**src/srwp_defines.vh**
```
/*
 * constants for the configuration-status register write-protect block:
 * field positions, reset values, command codes.
 * assumes inclusion by bare name from the design file.
 */
`ifndef SRWP_DEFINES_VH
`define SRWP_DEFINES_VH

`define SRWP_BIT_PROT_HI 0
`define SRWP_BIT_QUAD_EN 1
`define SRWP_BIT_RSVD 2
`define SRWP_BIT_PROT_LO 7
`define SRWP_SL_LSB 3
`define SRWP_SL_MSB 5
`define SRWP_CFG_RESET 8'h00
`define SRWP_SL_RESET 3'h0

`define SRWP_CMD_WRSR1 8'h01
`define SRWP_CMD_WRSR2 8'h31
`define SRWP_CMD_WRSR3 8'h11
`define SRWP_CMD_WRSR4 8'h71

`define SRWP_CMD_QOR 8'h6b
`define SRWP_CMD_XIP 8'heb
`define SRWP_CMD_QALN 8'he7
`define SRWP_CMD_QPRG 8'h32
`define SRWP_CMD_BURST 8'h77
`define SRWP_CMD_QID 8'h94

`endif

```
**src/srwp_status_protect.v**
```verilog
/*
 * protection/configuration status register with status write protection.
 * holds security lock flags, quad mode enable and the protect-state machine.
 * assumes a command decoder on clk_i presents decoded command bytes with a
 * one-cycle strobe, the write enable latch level, last-byte-programmed
 * pulses for security registers, and non-volatile protect copies.
 * the write-protect pin arrives asynchronously and is synchronised here.
 */
`include "srwp_defines.vh"
`timescale 1ns/1ps
`default_nettype none

module srwp_status_protect #(
  parameter NUM_SEC = 3
) (
  // clock and resets
  input wire clk_i,
  input wire rst_i,
  input wire hw_reset_i,
  input wire sw_reset_i,
  // command path
  input wire cmd_valid_i,
  input wire [7:0] cmd_code_i,
  input wire [7:0] wr_data_i,
  input wire write_enable_latch_i,
  input wire [1:0] sec_reg_sel_i,
  input wire sec_last_byte_i,
  // non-volatile copies
  input wire nv_status_protect_hi_i,
  input wire nv_status_protect_lo_i,
  input wire permanent_lock_flag_i,
  // pins
  input wire wp_pin_i,
  input wire hold_reset_pin_i,
  // status
  output reg [7:0] protection_config_status_o,
  output reg status_protect_lo_o,
  output reg quad_mode_enable_o,
  output reg execute_in_place_mode_o,
  output reg wp_is_data_o,
  output reg hold_reset_is_data_o,
  output reg hold_active_o,
  output reg write_accept_o,
  output reg write_reject_o,
  output reg cmd_allowed_o,
  output reg [3:0] sec_locked_o
);

  ////////////////////////////////////////////////////////////////////////
  // one-hot protection states
  localparam [4:0] ST_SOFT = 5'h01;
  localparam [4:0] ST_HW = 5'h02;
  localparam [4:0] ST_LOCK0 = 5'h04;
  localparam [4:0] ST_LOCK1 = 5'h08;
  localparam [4:0] ST_OTP = 5'h10;

  function is_status_write;
    input [7:0] code;
    begin
      is_status_write = (code == `SRWP_CMD_WRSR1) || (code == `SRWP_CMD_WRSR2) ||
                        (code == `SRWP_CMD_WRSR3) || (code == `SRWP_CMD_WRSR4);
    end
  endfunction

  function is_quad_cmd;
    input [7:0] code;
    begin
      is_quad_cmd = (code == `SRWP_CMD_QOR) || (code == `SRWP_CMD_XIP) ||
                    (code == `SRWP_CMD_QALN) || (code == `SRWP_CMD_QPRG) ||
                    (code == `SRWP_CMD_BURST) || (code == `SRWP_CMD_QID);
    end
  endfunction

  ////////////////////////////////////////////////////////////////////////
  // pin synchronisers
  reg wp_meta_q;
  reg wp_sync_q;
  reg hold_meta_q;
  reg hold_sync_q;

  // write-protect pin, two flops before any use
  always @(posedge clk_i) begin
    wp_meta_q <= wp_pin_i;
    wp_sync_q <= wp_meta_q;
  end

  // hold/reset pin, two flops before any use
  always @(posedge clk_i) begin
    hold_meta_q <= hold_reset_pin_i;
    hold_sync_q <= hold_meta_q;
  end

  ////////////////////////////////////////////////////////////////////////
  // protection state decode
  function [4:0] prot_state;
    input hi;
    input lo;
    input lock;
    begin
      case ({hi, lo})
        2'b00: prot_state = ST_SOFT;
        2'b01: prot_state = ST_HW;
        2'b10: prot_state = ST_LOCK0;
        default: prot_state = lock ? ST_OTP : ST_LOCK1;
      endcase
    end
  endfunction

  // volatile upper bit after a reset: only the permanent lock keeps it set
  function reload_hi;
    input nv_hi;
    input nv_lo;
    input lock;
    begin
      reload_hi = nv_hi & nv_lo & lock;
    end
  endfunction

  ////////////////////////////////////////////////////////////////////////
  // register state
  // one-hot state and its next value
  reg [4:0] state_q;
  reg [4:0] state_d;
  reg prot_hi_q;
  reg prot_lo_q;
  reg quad_q;
  reg [NUM_SEC-1:0] sl_q;
  reg reload_q;
  reg any_reset;
  reg reload_now;
  reg wr_cmd;
  reg wr_ok;
  reg wr_take;
  reg nv_lock;

  // reset qualification
  always @* begin
    any_reset = rst_i | hw_reset_i | sw_reset_i;
    reload_now = reload_q | hw_reset_i | sw_reset_i;
    nv_lock = permanent_lock_flag_i;
  end

  // status write strobe
  always @* begin
    wr_cmd = cmd_valid_i & is_status_write(cmd_code_i);
  end

  // write permission
  always @* begin
    case (state_q)
      ST_SOFT: wr_ok = 1'b1;
      ST_HW: wr_ok = wp_sync_q | quad_q;
      ST_LOCK0: wr_ok = 1'b0;
      ST_LOCK1: wr_ok = 1'b0;
      ST_OTP: wr_ok = 1'b0;
      default: wr_ok = 1'b0;
    endcase
    wr_ok = wr_ok & write_enable_latch_i;
    // a write landing with any reset or the reload is dropped, never half taken
    wr_take = wr_cmd & wr_ok & ~any_reset & ~reload_q;
  end

  always @* begin
    state_d = prot_state(prot_hi_q, prot_lo_q, nv_lock);
  end

  ////////////////////////////////////////////////////////////////////////
  // protect bits and their one-hot state
  always @(posedge clk_i) begin
    if (rst_i) begin
      // power-on: volatile state cleared, non-volatile copy loaded next cycle
      prot_hi_q <= 1'b0;
      prot_lo_q <= 1'b0;
      reload_q <= 1'b1;
      state_q <= ST_SOFT;
    end else if (reload_now) begin
      reload_q <= 1'b0;
      prot_hi_q <= reload_hi(nv_status_protect_hi_i, nv_status_protect_lo_i,
                             nv_lock);
      prot_lo_q <= nv_status_protect_lo_i;
      // state follows the reloaded bits at once, no window with the old state
      state_q <= prot_state(reload_hi(nv_status_protect_hi_i, nv_status_protect_lo_i,
                            nv_lock), nv_status_protect_lo_i, nv_lock);
    end else begin
      state_q <= state_d;
      if (wr_take) begin
        prot_hi_q <= wr_data_i[`SRWP_BIT_PROT_HI];
        if (cmd_code_i == `SRWP_CMD_WRSR1) begin
          prot_lo_q <= wr_data_i[`SRWP_BIT_PROT_LO];
        end
      end
    end
  end

  // quad enable: cleared at power-on only, kept over pin and command resets
  always @(posedge clk_i) begin
    if (rst_i) begin
      quad_q <= 1'b0;
    end else if (wr_take) begin
      // lock and reserved positions are not taken from write data
      quad_q <= wr_data_i[`SRWP_BIT_QUAD_EN];
    end
  end

  // security locks: set by hardware only, a set never waits for a reload
  always @(posedge clk_i) begin
    if (rst_i) begin
      sl_q <= {NUM_SEC{1'b0}};
    end else if (sec_last_byte_i && sec_reg_sel_i != 2'h0) begin
      sl_q[sec_reg_sel_i - 2'h1] <= 1'b1;
    end
  end

  ////////////////////////////////////////////////////////////////////////
  // status register image
  always @(posedge clk_i) begin
    if (rst_i) begin
      protection_config_status_o <= `SRWP_CFG_RESET;
      status_protect_lo_o <= 1'b0;
      quad_mode_enable_o <= 1'b0;
    end else begin
      protection_config_status_o <= {2'h0, sl_q, 1'b0, quad_q, prot_hi_q};
      status_protect_lo_o <= prot_lo_q;
      quad_mode_enable_o <= quad_q;
    end
  end

  ////////////////////////////////////////////////////////////////////////
  // pin roles
  always @(posedge clk_i) begin
    if (rst_i) begin
      wp_is_data_o <= 1'b0;
      hold_reset_is_data_o <= 1'b0;
      hold_active_o <= 1'b0;
    end else begin
      wp_is_data_o <= quad_q;
      hold_reset_is_data_o <= quad_q;
      hold_active_o <= ~quad_q & ~hold_sync_q;
    end
  end

  ////////////////////////////////////////////////////////////////////////
  // write-status answers, one-cycle pulses
  always @(posedge clk_i) begin
    if (rst_i) begin
      write_accept_o <= 1'b0;
      write_reject_o <= 1'b0;
    end else begin
      write_accept_o <= wr_take;
      write_reject_o <= wr_cmd & ~wr_take;
    end
  end

  ////////////////////////////////////////////////////////////////////////
  // command gate for quad-only commands
  always @(posedge clk_i) begin
    if (rst_i) begin
      cmd_allowed_o <= 1'b0;
      execute_in_place_mode_o <= 1'b0;
    end else begin
      cmd_allowed_o <= cmd_valid_i & (~is_quad_cmd(cmd_code_i) | quad_q);
      execute_in_place_mode_o <= quad_q & cmd_valid_i & (cmd_code_i == `SRWP_CMD_XIP);
    end
  end

  ////////////////////////////////////////////////////////////////////////
  // security lock view, register zero always locked
  always @(posedge clk_i) begin
    if (rst_i) begin
      sec_locked_o <= 4'h1;
    end else begin
      sec_locked_o <= {sl_q, 1'b1};
    end
  end

endmodule // srwp_status_protect

`default_nettype wire

```
**config.mk**
```make
export PLATFORM = sky130hd
export DESIGN_NAME = srwp_status_protect
export DESIGN_NICKNAME = d
export VERILOG_FILES = /design/src/srwp_status_protect.v
export VERILOG_INCLUDE_DIRS = /design/src /design/src/src
export SDC_FILE = /design/constraint.sdc
export NUM_CORES = 1
export LEC_CHECK = 0
export BUFFER_PORTS_ARGS = -buffer_cell sky130_fd_sc_hd__buf_2
export CORE_UTILIZATION = 30
export DETAILED_ROUTE_END_ITERATION = 10
export PLACE_DENSITY_LB_ADDON = 0.1
export SYNTH_ARGS = -nofsm -noshare
export SYNTH_HDL_FRONTEND = slang
export SYNTH_SLANG_ARGS = --single-unit
```
**constraint.sdc**
```tcl
create_clock -name clk_i -period 1.9 [get_ports clk_i]
set_clock_uncertainty 0.1 [all_clocks]
set_input_delay 0.095 -clock clk_i [delete_from_list [all_inputs] [get_ports clk_i]]
set_output_delay 0.095 -clock clk_i [all_outputs]
set_load 0.01 [all_outputs]
```
==> results of run 1 <==
==> power breakdown <==
group / leakage (uW) / internal [uW] / switching, uW
clock network: 0.0000228 / 150 / 167
logic: 0.000396 / 63.2 / 66.0
registers: 0.000222 / 586 / 10.0
total: 0.000641 / 800 / 243
==> cells in the final DEF, fill, tap and decap left out, drive strengths merged, types with 2 or more instances in the layout <==
master and n:
nor2 10, a21oi 4, a311oi 2, dlygate4sd3 8, nand2 3, o31ai 3, dfxtp 27, clkbuf 4
a31oi 4, inv 5, conb 4, nand4 5, buf 43, nor3 5, nor2b 6, nor4bb 2
nand4b 2, nand3 2, nand2b 3, or3 2
==> worst paths after layout <==
check	slack [ns]	endpoint	start
worst max-delay path	0.16	prot_lo_q$_SDFFE_PP0P_	state_q[3]$_SDFF_PP0_
worst min-delay path	0.01	state_q[1]$_SDFF_PP0_	nv_status_protect_lo_i
worst max register to register	0.16	prot_lo_q$_SDFFE_PP0P_	state_q[3]$_SDFF_PP0_
worst min register to register	0.23	hold_sync_q$_DFF_P_	hold_meta_q$_DFF_P_
==> flip-flops by register name, indices dropped and copies added, names as in the netlist <==
| signal | cells |
|---|---|
| cmd_allowed_o | 1 |
| prot_hi_q | 1 |
| sec_locked_o | 3 |
| quad_q | 1 |
| hold_active_o | 1 |
| write_reject_o | 1 |
| hold_meta_q | 1 |
| protection_config_status_o | 2 |
| reload_q | 1 |
| wp_meta_q | 1 |
| write_accept_o | 1 |
| sl_q | 3 |
| prot_lo_q | 1 |
| state_q | 5 |
| hold_sync_q | 1 |
| status_protect_lo_o | 1 |
| wp_sync_q | 1 |
| execute_in_place_mode_o | 1 |
==> per-layer routing <==
metal	up-vias	routed length (um)	GRT usage [%]
met4	0	44	7.267
met5	-	0	0
li1	495	-	-
met1	432	960	14.19
met3	4	165	3.804
met2	41	1079	19.35
==> per-stage QoR <==
stage / utilization [%] / hold slack (ns) / std cells / worst slack, ns / power [uW]
2_1_floorplan: - / 0.02272 / 119 / 0.2135 / 676.0
3_3_place_gp: 38.28 / 0.09880 / 195 / 0.1680 / 722.4
3_5_place_dp: 38.28 / 0.09987 / 195 / 0.1152 / 725.0
4_1_cts: 41.91 / 0.004886 / 207 / 0.1467 / 1062
5_1_grt: 41.91 / 0.02576 / 207 / 0.06418 / 1100
6_report: 41.91 / 0.01068 / 207 / 0.1561 / 1043
==> worst max-delay path, delay by kind of cell (launching register included) <==
family | cells | cell delay [ns]
AOI/OAI and AO/OA | 1 | 0.25
DFF | 1 | 0.30
and+or+nand+nor | 3 | 1.00
==> cell type report <==
type | instances | area, um2 | area share (%)
clock buffer | 4 | 45.04 | 3.122
inverter | 5 | 18.77 | 1.301
multi-input combinational | 74 | 480.5 | 33.30
sequential | 27 | 540.5 | 37.47
tap | 46 | 57.56 | 3.990
timing repair buffer | 51 | 300.3 | 20.82
==> cell families after synthesis <==
| family | after synthesis | share of synthesized area, % |
|---|---|---|
| compound gates | 21 | 13.20 |
| flops | 27 | 48.32 |
| buf+inv | 18 | 9.396 |
| simple gates | 48 | 27.63 |
| other cells | 2 | 0.6714 |
| xor+xnor | 1 | 0.7831 |
==> timing repair <==
action                                  4_1_cts  5_1_grt
hold buffers                                  8        0
endpoints found under the hold margin         7        0
buffers inserted                              0        0
endpoints found under the setup margin        0        0
==> key figures, run 1 <==
Status
  – Outcome: completed

Placement
  – Placed Area: 0.001318 mm2
  – Hpwl dp: 1655 um
  – Final GP Congestion: 0.7671
  – Port buffer count: 41

Yosys
  – Syn avg cell area: 9.560 um2
  – Cells after Synth: 117
  – Synth unique cells: 40
  – Yosys warns: 0
  – Mapped Area: 0.001119 mm2
  – Most common cell in the synthesized netlist: dfxtp_1
  – Main synth FF type: dfxtp_1
  – Cell taking the most area after synthesis: dfxtp_1
  – Post-synth top area share: 48.32%
  – EDFF count, synth: 0
  – FF+latch count, synth: 27
  – Top cells by area, synth: dfxtp_1 48%, buf_4 6.7%, nor2_1 3.4%, nor2b_1 3.4%, nand4_1 2.8%
  – Async set or reset register ratio after synthesis: 0%
  – Most frequent cells after synthesis: 27 x dfxtp_1, 10 x buf_4, 10 x nor2_1
  – Post-synthesis sequential area ratio: 48.32%

Worst setup path
  – Required time of the critical path: 1.99 ns
  – Critical path type: reg -> reg
  – Reg2reg path depth: 4
  – Peak fanout along the critical path: 5
  – Arrival @ worst endpoint: 1.83 ns
  – Type of origin of the critical path: flop
  – Delay of the slowest critical-path stage: 0.52 ns
  – CP Cell Sequence: nor3_1, nand3_4, or4_1, a311oi_1
  – Worst Setup End Kind: flop
  – Worst path slowest cell: or4_1

Global route
  – Initial antenna violation count: 0
  – Total gr overflow: 0
  – Total track usage: 12.17%
  – Global-route wire length before repair: 3684 um
  – Vias in the first global route: 846
  – Largest net degree at the start of global routing: 20

STA
  – RSZ-0062 raised after global routing: false
  – Fin crit share: 91.79%
  – Final Hold Fails: 0
  – Relative slew margins: 67.11%
  – Least-Margin Pin Slew: 0.4867 ns
  – Slew Limit Fails: 0
  – Final setup viols: 0
  – Fmax: 0.5734 GHz
  – Total negative slack: 0 ns
  – Tmin final: 1.744 ns

Clock network
  – CTS clock-pin slew for the worst setup and hold paths: 0.08 ns
  – TritonCTS clock tree: yes
  – CTS Buffer Depth: 2
  – Total CTS buffers: 3
  – Post_cts resized: 0
  – Clock root buffer: clkbuf_8
  – Clock latency on the worst-skew pair: 0.27 ns
  – Sink Count: 27
  – CTS H-tree lvls: 1

Detailed routing
  – Residual DRC count: 0
  – Vias: 972
  – Routed wire per std cell: 10.86 um
  – Antenna viol nets, final: 0
  – Initial DRT Pass Iterations: 4
  – Vias/cell: 4.696
  – Initial DRC count: 33
  – Final wirelength: 2249 um

Die
  – Die Y: 63.06 um
  – Die area: 0.003977 mm2
  – Die W: 63.06 um
  – Total core area: 0.003442 mm2
  – Site Rows: 21
  – # IOs: 51
  – Starting Density: 32.50%

Pwr
  – VDD IR max: 375.4 uV
  – Cell Pwr Density: 723.0 mW/mm2
  – Leak: 0.0006406 uW

Final layout
  – Layout area overhead: 28.97%
  – Post-Layout Inst Area: 0.001443 mm2
  – Inserted Diodes: 0
  – Fin nets: 192
  – Ratio of cells with drive above 1 in the final layout: 31.68%
  – Number of fill cells: 352

Min path
  – Hold Path Depth: 3
  – Worst min path class: in -> reg

Flow run
  – Max Cap Viol: 0
Note: power is estimated with default switching activity, not from simulation.
==> run 2: changes to the inputs <==
--- a/config.mk
+++ b/config.mk
@@ -6,6 +6,7 @@
 export SDC_FILE = /design/constraint.sdc
 export NUM_CORES = 1
 export LEC_CHECK = 0
+export ABC_AREA = 1
 export BUFFER_PORTS_ARGS = -buffer_cell sky130_fd_sc_hd__buf_2
 export CORE_UTILIZATION = 30
 export DETAILED_ROUTE_END_ITERATION = 10
==> run 2 against run 1 <==
  * Hold slack better by 0.0099 ns
  * Critical path depth grew 5
  * Via count up 2.8%
  * Largest power group unchanged
==> key figures, run 2 <==
Clock network
  – TritonCTS clock tree: yes
  – CTS Buffer Depth: 2
  – Clock root buffer: clkbuf_8
  – Post_cts resized: 0
  – Sink Count: 27
  – Post-CTS Setup Repair Bufs: 0
  – CTS H-tree lvls: 1
  – Clock latency on the worst-skew pair: 0.27 ns
  – Hold buffer count at cts: 7
  – CTS clock-pin slew for the worst setup and hold paths: 0.09 ns
  – Total CTS buffers: 3

Pwr
  – Leak: 0.0007209 uW
  – VDD IR max: 468.5 uV
  – Cell Pwr Density: 712.4 mW/mm2
  – Total chip power: 1044 uW

Placement
  – Pre-CTS WS: 0.6232 ns
  – Placed Area: 0.001346 mm2
  – Final GP Congestion: 0.7485
  – Hpwl dp: 1726 um
  – Port buffer count: 41
  – Cell count after placement: 230

Detailed routing
  – Vias: 999
  – Max layer used: met4
  – Residual DRC count: 0
  – Vias/cell: 4.145
  – Initial DRC count: 25
  – WL met2: 999 um
  – Routed wl met3: 112 um
  – Final wirelength: 2199 um
  – Initial DRT Pass Iterations: 4
  – Antenna viol nets, final: 0
  – WL met1: 1070 um
  – Routed wire per std cell: 9.124 um

Die
  – Starting Density: 31.45%
  – Die area: 0.004119 mm2
  – Die W: 64.18 um
  – Site Rows: 22
  – Die Y: 64.18 um
  – # IOs: 51
  – Total core area: 0.003689 mm2

Yosys
  – Compound-gate portion of the synthesized area: 7.443%
  – Yosys warns: 0
  – Post-synthesis xor/xnor area fraction: 0%
  – Cells after Synth: 151
  – Main synth FF type: dfxtp_1
  – Syn avg cell area: 7.681 um2
  – Top cells by area, synth: dfxtp_1 47%, nor2_1 8.7%, nand2_1 7.4%, buf_4 7.1%, inv_1 5.5%
  – Post-synth top area share: 46.60%
  – Adder and majority cell fraction of the synthesized area: 0%
  – Cell taking the most area after synthesis: dfxtp_1
  – Mux cell area share after synthesis: 0%
  – Post-synthesis sequential area ratio: 46.60%
  – Simple-Gate Fraction of Synth Area: 31.07%
  – Most frequent cells after synthesis: 27 x dfxtp_1, 27 x nor2_1, 23 x nand2_1
  – Synth unique cells: 25
  – FF+latch count, synth: 27
  – Async set or reset register ratio after synthesis: 0%
  – Largest family of logic cells by synthesized area: simple AND/OR/NAND/NOR gates
  – Mapped Area: 0.001160 mm2
  – EDFF count, synth: 0

Global route
  – Initial antenna violation count: 0
  – Largest net degree at the start of global routing: 17
  – Total track usage: 11.44%
  – Vias in the first global route: 883
  – Global-route wire length before repair: 3657 um
  – Total gr overflow: 0

Min path
  – Worst min path class: in -> reg
  – Hold Path Depth: 1

Final layout
  – Most frequent cells in the layout: 41 x buf_2, 27 x nor2_1, 27 x dfxtp_1
  – Most common cell after layout, fill and taps aside: buf_2
  – Number of flip-flops in the largest register: 5
  – Inserted Diodes: 0
  – Largest register by flop count: state_q
  – Non-Filler Instances: 241
  – Number of fill cells: 400
  – Fin nets: 224
  – Layout area overhead: 26.32%
  – Ratio of cells with drive above 1 in the final layout: 30.57%
  – Post-Layout Inst Area: 0.001465 mm2
  – Biggest regs: state_q (5), sec_locked_o (3), sl_q (3)

Worst setup path
  – Required time of the critical path: 1.97 ns
  – Type of origin of the critical path: primary input
  – Worst Setup End Kind: flop
  – Critical path type: in -> reg
  – Reg2reg path depth: 6
  – Peak fanout along the critical path: 4
  – CP Launch Point: cmd_valid_i
  – FF-to-FF Start: reload_q$_SDFFE_PP1N_
  – Critical R2R Capture: prot_hi_q$_SDFFE_PP0P_
  – Setup crit end: prot_hi_q$_SDFFE_PP0P_
  – Arrival @ worst endpoint: 1.36 ns
  – Register-to-register setup slack: 0.64 ns

STA
  – Fin worst setup slack: 0.6063 ns
  – Tmin final: 1.294 ns
  – RSZ-0062 raised after global routing: false
  – Final setup viols: 0
  – Slew Limit Fails: 0
  – Fmax: 0.7730 GHz
  – Final Hold Fails: 0
  – Fin crit share: 68.09%
  – Total negative slack: 0 ns

Flow run
  – Max Cap Viol: 0

Status
  – Outcome: completed
run 2: changes by cell type after synthesis, moves of 3 or more:
cell	before	now
nand2_1	3	23
nor2_1	10	27
inv_1	5	17
nand3_1	1	7
nor2b_1	6	0
a31oi_1	4	0
inv_2	0	4
nand2b_1	3	0
nor2_2	0	3
o21ai_1	0	3
run 2: critical path, stage by stage:
cell and delay [ns]:
dlygate4sd3_1 0.52, buf_2 0.12, inv_1 0.04, nor2_1 0.07, nand2_1 0.09, nor2_4 0.12, nand3_2 0.11, a21oi_1 0.14
nor2_1 0.06
run 2: final cells by class:
class,instances,area (um2),area share [%]
Timing Repair Buffer,48,275.3,18.79
Clock inverter,1,7.507,0.5124
Multi-Input combinational cell,93,461.7,31.51
Sequential cell,27,540.5,36.89
Tap cell,48,60.06,4.099
Clock buffer,3,41.29,2.818
Inverter,21,78.83,5.380
run 2: routing by layer:
layer | up-vias | track usage, %
met4 | 0 | 3.333
met3 | 2 | 3.393
li1 | 542 | -
met1 | 427 | 13.65
met2 | 28 | 19.68
met5 | - | 0
run 2: through the flow:
| stage | util, % | hold slack [ns] |
|---|---|---|
| 6_report | 39.72 | 0.02059 |
| 3_5_place_dp | 36.50 | 0.09857 |
| 3_3_place_gp | 36.50 | 0.09778 |
| 4_1_cts | 39.72 | 0.01337 |
| 2_1_floorplan | - | 0.02272 |
| 5_1_grt | 39.72 | 0.01816 |
run 2: how the worst min path moves through the flow:
stage	start	end	slack (ns)
floorplan	hold_reset_pin_i	hold_meta_q$_DFF_P_	0.02
global placement	wp_pin_i	wp_meta_q$_DFF_P_	0.1
detailed placement	hold_reset_pin_i	hold_meta_q$_DFF_P_	0.1
CTS	rst_i	reload_q$_SDFFE_PP1N_	0.01
global route	rst_i	reload_q$_SDFFE_PP1N_	0.02
finish	rst_i	reload_q$_SDFFE_PP1N_	0.02
run 2: cell families (layout without fill, tap and decap cells):
| group | after synthesis | in the layout |
|---|---|---|
| and+or+nand+nor | 75 | 75 |
| buffers and inverters | 33 | 73 |
| DFF | 27 | 27 |
| AOI/OAI and AO/OA | 14 | 14 |
| other | 2 | 4 |
run 2: power breakdown:
part | internal [uW] | switching [uW] | leakage, uW
registers | 588 | 8.14 | 0.000222
clock network | 148 | 170 | 0.0000217
logic | 55.7 | 74.3 | 0.000477
==> run 3: changes to the inputs <==
==> constraint.sdc (replaced) <==
create_clock -name clk_i -period 1.3 [get_ports clk_i]
set_clock_uncertainty 0.1 [all_clocks]
set_input_delay 0.065 -clock clk_i [delete_from_list [all_inputs] [get_ports clk_i]]
set_output_delay 0.065 -clock clk_i [all_outputs]
set_load 0.01 [all_outputs]
==> run 3 against run 2 <==
  * Clock power rose by 43%
  * Largest cell class unchanged
  * Sequential cell count stayed put
  * Critical path type is now reg -> reg
  * Power increased by 46%
  * Non-clock buffer count grew 1
  * Setup slack got worse by 0.49 ns
  * Final area up 2.0%
==> key figures, run 3 (synthesized netlist as in run 2, its figures left out) <==
Status
  – Outcome: completed

Detailed routing
  – Residual DRC count: 0
  – Vias: 1017
  – Routed wire per std cell: 9.479 um
  – Initial DRT Pass Iterations: 4
  – Antenna viol nets, final: 0
  – Initial DRC count: 22
  – Vias/cell: 4.202
  – Final wirelength: 2294 um

Final layout
  – Ratio of cells with drive above 1 in the final layout: 31.96%
  – Layout area overhead: 28.91%
  – Most common cell after layout, fill and taps aside: buf_2
  – Number of flip-flops in the largest register: 5
  – Register Area: 540.5 um2
  – Largest register by flop count: state_q
  – Biggest regs: state_q (5), sec_locked_o (3), sl_q (3)
  – Non-Filler Instances: 242
  – Number of fill cells: 393
  – Most frequent cells in the layout: 40 x buf_2, 27 x dfxtp_1, 25 x nor2_1
  – Fin nets: 225
  – Inserted Diodes: 0
  – Multi-input gate area: 483.0 um2

Placement
  – Hpwl dp: 1784 um
  – Port buffer count: 41
  – Final GP Congestion: 0.7549
  – Cell count after placement: 231
  – Pre-CTS WS: 0.02101 ns

Die
  – Die area: 0.004119 mm2
  – Site Rows: 22
  – # IOs: 51
  – Total core area: 0.003689 mm2
  – Starting Density: 31.45%
  – Die W: 64.18 um
  – Die Y: 64.18 um

Global route
  – Total track usage: 11.78%
  – Vias in the first global route: 883
  – Global-route wire length before repair: 3732 um
  – Largest net degree at the start of global routing: 16
  – Total gr overflow: 0
  – Initial antenna violation count: 0

Flow run
  – Max Cap Viol: 0

Min path
  – Worst min path class: in -> reg

STA
  – Fin worst setup slack: 0.1167 ns
  – RSZ-0062 raised after global routing: true
  – Final setup viols: 0
  – Final Hold Fails: 0
  – Fmax: 0.8451 GHz
  – Slew Limit Fails: 0
  – Total negative slack: 0 ns
  – Fin crit share: 91.02%
  – Worst hold margin: 0.01183 ns
  – Tmin final: 1.183 ns

Clock network
  – TritonCTS clock tree: yes
  – Clock root buffer: clkbuf_8
  – Total CTS buffers: 3
  – CTS H-tree lvls: 1
  – Sink Count: 27
  – Clock latency on the worst-skew pair: 0.26 ns
  – CTS clock-pin slew for the worst setup and hold paths: 0.08 ns
  – CTS Buffer Depth: 2

Worst setup path
  – Required time of the critical path: 1.36 ns
  – Type of origin of the critical path: flop
  – Worst Setup End Kind: flop
  – Peak fanout along the critical path: 4
  – Critical path type: reg -> reg
  – Arrival @ worst endpoint: 1.25 ns

Pwr
  – Total chip power: 1524 uW
  – VDD IR max: 427.2 uV
  – Leak: 0.0007395 uW
  – Cell Pwr Density: 1019 mW/mm2
[run 3: power by group]
part / leakage [uW] / switching (uW) / internal [uW]
sequential: 0.000222 / 12.8 / 859
clock: 0.0000228 / 237 / 219
combinational: 0.000495 / 112 / 84.7
[run 3: layout make-up]
| type | instances | area share, % |
|---|---|---|
| Inverter | 21 | 5.272 |
| Clock buffer | 4 | 3.013 |
| Timing Repair Buffer | 49 | 19.25 |
| Multi-Input combinational cell | 93 | 32.30 |
| Tap cell | 48 | 4.017 |
| Sequential cell | 27 | 36.15 |
[run 3: worst paths after layout]
kind              slack, ns             startpoint                      to  cells after the start
setup / recovery       0.12  state_q[3]$_SDFF_PP0_  prot_hi_q$_SDFFE_PP0P_                      6
hold / removal         0.01       sec_reg_sel_i[0]    sl_q[0]$_SDFFE_PP0P_                      3
setup reg to reg       0.12  state_q[3]$_SDFF_PP0_  prot_hi_q$_SDFFE_PP0P_                      6
hold reg to reg        0.23      wp_meta_q$_DFF_P_       wp_sync_q$_DFF_P_                      0
[run 3: what timing repair did]
action,in CTS,in global routing
hold endpoints to repair,9,0
resized for setup,0,6
setup buffers,0,1
hold buffers,7,0
setup endpoints to repair,0,3
[run 3: worst max-delay path, cell delays in order, from the launching register on]
cell and delay [ns]:
dfxtp_1 0.31, nor2_2 0.10, nand3_2 0.10, nor2_4 0.17
nand3_4 0.11, a21oi_1 0.13, nor2_1 0.06
[run 3: per-layer routing]
metal	GRT usage [%]	vias to the layer above	part of all wire (%)
met5	0	-	0
met2	19.02	30	44
met1	15.29	440	50
li1	-	545	-
met3	2.143	2	5.0
met4	5.000	0	0.74
[run 3: metrics by stage]
step / cell area [um2] / utilization (%)
after global routing: 1495 / 40.54
after CTS: 1469 / 39.82
after floorplan: 1167 / -
final: 1495 / 40.54
after global placement: 1354 / 36.70
after detailed placement: 1354 / 36.70
